[src/sbm_pkg.sv]
// Purpose: Shared constants and types for the sideband switch select control
// Assumes: 125 MHz system clock
// Notes: Switch enable vector layout is fixed here for both modules
package sbm_pkg;
    // Clock period in picoseconds
    localparam int CLK_PERIOD_PS = 8000;
    // Debounce least time, ns (rounded up)
    localparam int DEBOUNCE_NS = 140;
    localparam int DEBOUNCE_CYC = (DEBOUNCE_NS * 1000 + CLK_PERIOD_PS - 1) / CLK_PERIOD_PS;
    // Shutdown longest time, ns (rounded down)
    localparam int SHUTDOWN_NS = 200;
    localparam int SHUTDOWN_CYC = (SHUTDOWN_NS * 1000) / CLK_PERIOD_PS;
    // Power-good longest time, us (rounded down)
    localparam int PGOOD_US = 250;
    localparam int PGOOD_CYC = (PGOOD_US * 1000000) / CLK_PERIOD_PS;
    // Break-before-make gap in cycles
    localparam int BBM_CYC = 2;
    // Switch enable vector bit positions
    localparam int SW_W = 8;
    localparam int SW_B_DIRECT = 0;
    localparam int SW_B_CROSS = 1;
    localparam int SW_AUDIO = 2;
    localparam int SW_C_DIRECT = 3;
    localparam int SW_A_DIRECT = 4;
    localparam int SW_A_CROSS = 5;
    // Path choice codes
    localparam logic [1:0] PATH_LANE_B = 2'h0;
    localparam logic [1:0] PATH_AUDIO = 2'h1;
    localparam logic [1:0] PATH_LANE_C = 2'h2;
    localparam logic [1:0] PATH_LANE_A = 2'h3;
    // Strap level encoding
    typedef enum logic [1:0] {
        STRAP_LOW = 2'b00,
        STRAP_MID = 2'b01,
        STRAP_HIGH = 2'b10
    } sbm_strap_t;
    // Reset value of the switch vector
    localparam logic [SW_W-1:0] SW_ALL_OFF = 8'h00;
endpackage : sbm_pkg

[src/sbm_sel_if.sv]
// Purpose: Carries the wanted switch vector to the sequencer
// Assumes: Same clock on both sides
// Notes: Request is a level, not a pulse
interface sbm_sel_if;
    import sbm_pkg::*;
    logic [SW_W-1:0] want; // Wanted switch set
    logic off_now; // Force all paths open
    logic [SW_W-1:0] sw; // Switches actually closed
    modport src (output want, output off_now, input sw);
    modport seq (input want, input off_now, output sw);
endinterface : sbm_sel_if

[src/sbm_bbm_seq.sv]
// Purpose: Break-before-make sequencer for the switch vector
// Assumes: Wanted vector is already debounced
// Notes: Opens all, waits, then closes the new set
module sbm_bbm_seq
    import sbm_pkg::*;
(
    input wire logic clk,
    input wire logic srst,
    sbm_sel_if.seq sel
);
    logic [SW_W-1:0] sw_reg, sw_next; // Closed switches
    logic [3:0] gap_reg, gap_next; // Open-gap counter
    // Next-state computation
    always_comb begin
        sw_next = sw_reg;
        gap_next = gap_reg;
        if (sel.off_now) begin
            // Shutdown wins immediately
            sw_next = SW_ALL_OFF;
            gap_next = 4'(BBM_CYC);
        end else if (sel.want != sw_reg) begin
            if (sw_reg != SW_ALL_OFF) begin
                // Break first, never overlap two paths
                sw_next = SW_ALL_OFF;
                gap_next = 4'(BBM_CYC);
            end else if (gap_reg != 4'h0) begin
                gap_next = gap_reg - 4'h1;
            end else begin
                sw_next = sel.want;
            end
        end
    end
    // Registers
    always_ff @(posedge clk) begin
        if (srst) begin
            sw_reg <= SW_ALL_OFF;
            gap_reg <= 4'h0;
        end else begin
            sw_reg <= sw_next;
            gap_reg <= gap_next;
        end
    end
    assign sel.sw = sw_reg;
endmodule : sbm_bbm_seq

[src/sbm_select_ctrl.sv]
// Purpose: Mode decode and switch select control of the sideband mux
// Assumes: Pins asynchronous; register fields come from same-clock logic
// Notes: I2C engine lies outside; this block exposes its enable and address pick
// Notes: Strap is retaken only after an enable-pin off and on cycle or a synchronous reset
// How it works
// - Three-level strap selects pin or register mode
// - Strap enables target and picks its address
// - Register code 00x B,01x audio,10x C,11x A
// - Pin code LL B,LH audio,HL C,HH A
// - Swap only available in register mode
// - Swap never exchanges audio pair pins
// - Lane B and A polarity reversible by active swap control, lane C never crossed
// - Open old switches before closing new
// - Debounce select pins and strap 140 ns; enable pin is not debounced
// - Shut all paths within 200 ns
// - Power-good within 250 us, sample after
// - Three lane paths plus one audio path
// - Unselected ports stay high impedance
// - Enable pin gates operation; device-on bit gates it in register mode only
module sbm_select_ctrl
    import sbm_pkg::*;
#(
    parameter int PGOOD_COUNT = PGOOD_CYC,
    parameter int DB_COUNT = DEBOUNCE_CYC
) (
    input wire logic CLOCK,
    input wire logic SRST,
    input wire logic OUTPUT_ENABLE_N,
    input wire logic STRAP_MID_IN,
    input wire logic STRAP_HIGH_IN,
    input wire logic PATH_PICK_PIN_LO,
    input wire logic PATH_PICK_PIN_HI,
    input wire logic [1:0] PATH_CHOICE_FIELD,
    input wire logic POLARITY_SWAP_FIELD,
    input wire logic DEVICE_ON,
    output logic POWER_GOOD,
    output logic TARGET_ENABLE,
    output logic TARGET_ADDR_SECOND,
    output logic REG_MODE,
    output logic [SW_W-1:0] SWITCH_EN
);
    // Raw pins, packed for a shared synchroniser
    localparam int NP = 5;
    // Packed order: strap high, strap mid, pick hi, pick lo, enable_n
    logic [NP-1:0] raw;
    logic [NP-1:0] s1_reg, s2_reg; // Two-flop synchroniser
    // Debounce state
    logic [NP-1:0] stab_reg, stab_next; // Debounced levels
    logic [NP-1:0] last_reg, last_next; // Previous synced value
    logic [7:0] db_reg, db_next; // Stability counter
    // Power-good and strap state
    logic [19:0] pg_reg, pg_next; // Power-good counter
    logic pwr_ok_reg, pwr_ok_next; // Power-good flag
    sbm_strap_t strap_reg, strap_next; // Latched mode strap
    logic en_reg, en_next; // Target interface on
    logic addr_reg, addr_next; // Second target address
    // Route decode
    logic [SW_W-1:0] want; // Decoded switch set
    logic [1:0] code; // Active path code
    logic swap; // Active swap bit
    logic run; // Switches may close
    // Carrier to the sequencer
    sbm_sel_if sel_if ();

    assign raw = {STRAP_HIGH_IN, STRAP_MID_IN, PATH_PICK_PIN_HI, PATH_PICK_PIN_LO,
                  OUTPUT_ENABLE_N};

    // Synchroniser, first stage read only by the second
    always_ff @(posedge CLOCK) begin
        if (SRST) begin
            // Idle value matches a disabled device, so no false enable edge
            s1_reg <= 5'h01;
            s2_reg <= 5'h01;
        end else begin
            // Pins sampled every edge
            s1_reg <= raw;
            s2_reg <= s1_reg;
        end
    end

    // Debounce group: a new level counts only after it has held for the window.
    // The enable pin skips the window, since waiting on it would overrun shutdown.
    always_comb begin
        last_next = s2_reg;
        stab_next = stab_reg;
        db_next = db_reg;
        if (s2_reg != last_reg) begin
            // Any change restarts the stability window
            db_next = 8'h00;
        end else if (db_reg < 8'(DB_COUNT)) begin
            // Still settling
            db_next = db_reg + 8'h01;
        end else begin
            // Held long enough, take the new level
            stab_next = s2_reg;
        end
        // Enable pin is the fast path
        stab_next[0] = s2_reg[0];
    end

    // Registers for the debounce group; idle levels match a disabled device
    always_ff @(posedge CLOCK) begin
        if (SRST) begin
            last_reg <= 5'h01;
            stab_reg <= 5'h01;
            db_reg <= 8'h00;
        end else begin
            last_reg <= last_next;
            stab_reg <= stab_next;
            db_reg <= db_next;
        end
    end

    // Power-good group: count from enable low, then take the strap once.
    // A strap moved while running is ignored until the next enable cycle or SRST.
    always_comb begin
        pg_next = pg_reg;
        pwr_ok_next = pwr_ok_reg;
        strap_next = strap_reg;
        en_next = en_reg;
        addr_next = addr_reg;
        if (s2_reg[0]) begin
            // Held in reset: target off, power-good dropped
            pg_next = 20'h0;
            pwr_ok_next = 1'b0;
            en_next = 1'b0;
        end else if (!pwr_ok_reg) begin
            if (pg_reg < 20'(PGOOD_COUNT)) begin
                // Supply still settling, pins not yet trusted
                pg_next = pg_reg + 20'h1;
            end else begin
                pwr_ok_next = 1'b1;
                // Strap sampled once, after power-good
                if (stab_reg[4]) begin
                    strap_next = STRAP_HIGH;
                end else if (stab_reg[3]) begin
                    strap_next = STRAP_MID;
                end else begin
                    // Low or floating strap
                    strap_next = STRAP_LOW;
                end
                en_next = stab_reg[4] | stab_reg[3];
                addr_next = stab_reg[4];
            end
        end
    end

    // Registers for the power-good group
    always_ff @(posedge CLOCK) begin
        if (SRST) begin
            pg_reg <= 20'h0;
            pwr_ok_reg <= 1'b0;
            strap_reg <= STRAP_LOW;
            en_reg <= 1'b0;
            addr_reg <= 1'b0;
        end else begin
            pg_reg <= pg_next;
            pwr_ok_reg <= pwr_ok_next;
            strap_reg <= strap_next;
            en_reg <= en_next;
            addr_reg <= addr_next;
        end
    end

    // Route decode from the active configuration source
    always_comb begin
        if (strap_reg == STRAP_LOW) begin
            // Pin mode: select pins, never swapped
            code = {stab_reg[2], stab_reg[1]};
            swap = 1'b0;
        end else begin
            // Register mode: stored code and swap bit, pins ignored
            code = PATH_CHOICE_FIELD;
            swap = POLARITY_SWAP_FIELD;
        end
        // Device-on bit only counts in register mode
        run = pwr_ok_reg && !stab_reg[0] && (strap_reg == STRAP_LOW || DEVICE_ON);
        // Start from all open; unselected ports float
        want = SW_ALL_OFF;
        unique case (code)
            // Swap picks the crossed switch of a lane pair
            PATH_LANE_B: want[swap ? SW_B_CROSS : SW_B_DIRECT] = 1'b1;
            // Audio pair keeps its order whatever the swap
            PATH_AUDIO: want[SW_AUDIO] = 1'b1;
            PATH_LANE_C: want[SW_C_DIRECT] = 1'b1;
            PATH_LANE_A: want[swap ? SW_A_CROSS : SW_A_DIRECT] = 1'b1;
        endcase
        if (!run) begin
            // Shutdown overrides any selection
            want = SW_ALL_OFF;
        end
    end

    // Sequencer request and shutdown, both levels
    assign sel_if.want = want;
    assign sel_if.off_now = !run;

    // Break-before-make sequencer
    // It opens at once on shutdown but waits out the gap before closing
    sbm_bbm_seq u_seq (
        .clk(CLOCK),
        .srst(SRST),
        .sel(sel_if)
    );

    // Output registers, so every port comes straight from a flip-flop
    always_ff @(posedge CLOCK) begin
        if (SRST) begin
            // All outputs low through reset
            POWER_GOOD <= 1'b0;
            TARGET_ENABLE <= 1'b0;
            TARGET_ADDR_SECOND <= 1'b0;
            REG_MODE <= 1'b0;
            SWITCH_EN <= SW_ALL_OFF;
        end else begin
            POWER_GOOD <= pwr_ok_reg;
            TARGET_ENABLE <= en_reg;
            TARGET_ADDR_SECOND <= addr_reg;
            // Mode flag follows the latched strap
            REG_MODE <= (strap_reg != STRAP_LOW);
            // One cycle behind the sequencer
            SWITCH_EN <= sel_if.sw;
        end
    end
endmodule : sbm_select_ctrl

[config.mk]
export PLATFORM = sky130hd
export DESIGN_NAME = sbm_select_ctrl
export DESIGN_NICKNAME = d
export VERILOG_FILES = /design/src/sbm_pkg.sv /design/src/sbm_sel_if.sv /design/src/sbm_bbm_seq.sv /design/src/sbm_select_ctrl.sv
export SDC_FILE = /design/constraint.sdc
export NUM_CORES = 1
export LEC_CHECK = 0
export ABC_AREA = 1
export BUFFER_PORTS_ARGS = -buffer_cell sky130_fd_sc_hd__buf_2
export CAP_MARGIN = 20
export CORE_AREA = 2 2 70 98
export CTS_BUF_LIST = sky130_fd_sc_hd__clkbuf_4 sky130_fd_sc_hd__clkbuf_8
export DETAILED_ROUTE_END_ITERATION = 8
export DIE_AREA = 0 0 72 100
export PLACE_DENSITY = 0.67
export SYNTH_ARGS = -nofsm -noshare
export SYNTH_HDL_FRONTEND = slang
export SYNTH_SLANG_ARGS = --single-unit
[constraint.sdc]
create_clock -name CLOCK -period 2.14 [get_ports CLOCK]
set_input_delay 0.107 -clock CLOCK [delete_from_list [all_inputs] [get_ports CLOCK]]
set_output_delay 0.107 -clock CLOCK [all_outputs]
set_load 0.01 [all_outputs]
==> results.ini <==
[logic_synthesis]
ys_types = 34
postSynthAreaPerCell_um2 = 7.32
yosysWarningCount = 0
netlist_instances = 421
yosysSeqAreaShare_pct = 46.1
synth_seq_cells = 71
synthesis.area_um2 = 3080

[worst_setup_path]
path_class = reg -> reg
path_buf_inv = 1
max_stage_delay_ns = 0.36
cp_cell_sequence = inv_2, nand2_4, a21oi_2, nand3_1, nand2_1, nand2_1, nand2_1, nor2_4, nand2_2, nand2_1, nand2_1, nand2_1, nor2_1
crit_family = simple AND/OR/NAND/NOR gates
cp-end-kind = flip-flop
arrival_ns = 2.15
start_kind = flip-flop
cp_max_fo = 12
crit_top_cell = nand2_1
cp.required_ns = 2.43
slowest_stage = dfxtp_1

[global_routing]
grt_pass1_wl_mm = 10.3
grt_max_degree = 17
grt_usage_pct = 18.3
antenna_found_initial = 0
grt_overflow = 0
grt_pass1_vias = 2434

[cts]
clock_tree.buffer_depth = 2
h-tree-depth = 3
path_clk_slew_ns = 0.07
clkLatencyLatePin_ns = 0.35
numCtsBuffers = 9
postCtsSetupBuffers = 0
cts_root_buf = clkbuf_8
cts_tree = done
clkSinkCount = 71

[timing]
drv_slew = 0
min_period_ns = 1.86
setup_tns_ns = 0
timing.final.ws_setup_ns = 0.276
fin_hold_ws_ns = 0.114
fin_crit_sh_pct = 87.1
fmaxAchievable_mhz = 537
finalHoldViolCount = 0
setup_viol = 0
rsz0062_at_grt = false
clock_skew_ns = 0.00938

[place]
place_ws_ns = 0.267
post_dp_cell_area_um2 = 3260
hpwl_mm = 4.19
io_buffers = 20
place_congestion = 0.853

[layout]
fillers = 636
synthToLayoutAreaGrowth_pct = 16.1
fin_area_um2 = 3580
mostFrequentLayoutCells = dfxtp_1 (71), nand2_1 (71), inv_1 (68)
diodes = 0
num-nets-final = 467
drive_gt1_share_pct = 14.4
largest_reg_flops = 20

[floorplanning]
fp.dieW_um = 72
ios = 23
dieHeight_um = 100
core_area_um2 = 6440
start_util_pct = 47.9
num_rows = 35
dieArea_um2 = 7200

[route]
routedWlPerCell_um = 11.0
vias = 2582
dr.pass1.iters = 4
wirelength_mm = 5.84
drc = 0
via_per_inst = 4.85
initialDrtViolationCount = 140
postRouteAntennaNets = 0

[power]
power_uw = 2870
p_leak_uw = 0.00155
ir_drop_v = 0.000493
powerDensity_nw_per_um2 = 801

[outcome]
status = finished clean

[hold_path]
min_path_type = in -> reg

[job]
max_cap_violations = 0

## Yosys cell counts (all sizes together)
library cell | number | area [µm²]
nand3b | 2 | 15.0
conb | 1 | 3.75
o21bai | 2 | 15.0
o22ai | 1 | 6.26
ha | 3 | 37.5
inv | 71 | 267
xor2 | 6 | 52.6
buf | 6 | 42.5
o31ai | 1 | 7.51
a21oi | 29 | 156
dfxtp | 71 | 1420
nand3 | 25 | 125
nand4 | 11 | 68.8
nor3b | 2 | 15.0
clkbuf | 3 | 11.3
and3 | 3 | 18.8
or2 | 2 | 12.5
o21ai | 20 | 104
nand2 | 81 | 339
nor3 | 6 | 30.0
nor4 | 2 | 12.5
nor2 | 70 | 295
xnor2 | 3 | 26.3
## cells by family after synthesis
kind of cell               Yosys count  synth area share [%]
and+or+nand+nor                    204                  30.2
AOI/OAI and AO/OA                   53                  9.38
xor gates and xnor gates             9                  2.56
DFF                                 71                  46.1
buffers and inverters               80                  10.4
adders and majority gates            3                  1.22
other                                1                 0.122
## metal layers
metal / GRT usage (%) / share of wire, % / wire length, µm
met5: 0 / 0 / 0
met4: 10.3 / 2.8 / 162
met3: 4.52 / 3.5 / 207
met2: 30.8 / 49 / 2880
met1: 20.9 / 44 / 2580
## worst paths after layout
| kind | startpoint | to | slack, ns | cells past startpoint |
|---|---|---|---|---|
| setup reg to reg | strap_reg[1] | u_seq.gap_reg[3] | 0.28 | 13 |
| setup / recovery | strap_reg[1] | u_seq.gap_reg[3] | 0.28 | 13 |
| hold / removal | SRST | last_reg[4] | 0.11 | 2 |
| hold reg to reg | s1_reg[4] | last_next[4] | 0.41 | 2 |
## per-stage QoR
stage	util, %	instances
floorplan	-	422
global placement	50.6	511
detailed placement	50.6	511
CTS	55.6	532
global route	55.6	532
finish	55.6	532
## where the power goes
part / total [µW] / internal [µW] / switching, µW
registers: 1340 / 1340 / 8.35
logic: 81.7 / 33.8 / 47.8
clock network: 1440 / 939 / 501
total: 2870 / 2310 / 557
## final cells by class
| type | count | area (µm²) | area share (%) |
|---|---|---|---|
| Sequential cell | 71 | 1420 | 39.7 |
| Multi-Input combinational cell | 271 | 1350 | 37.6 |
| Inverter | 71 | 267 | 7.44 |
| Timing Repair Buffer | 29 | 180 | 5.03 |
| Clock buffer | 11 | 145 | 4.05 |
| Clock inverter | 5 | 129 | 3.60 |
| Tap cell | 74 | 92.6 | 2.59 |
## what timing repair did
action | 4_1_cts | 5_1_grt
resized for setup | 0 | 0
hold buffers | 5 | 0
endpoints found under the hold margin | 5 | 0
Note: power is estimated with default switching activity, not from simulation.
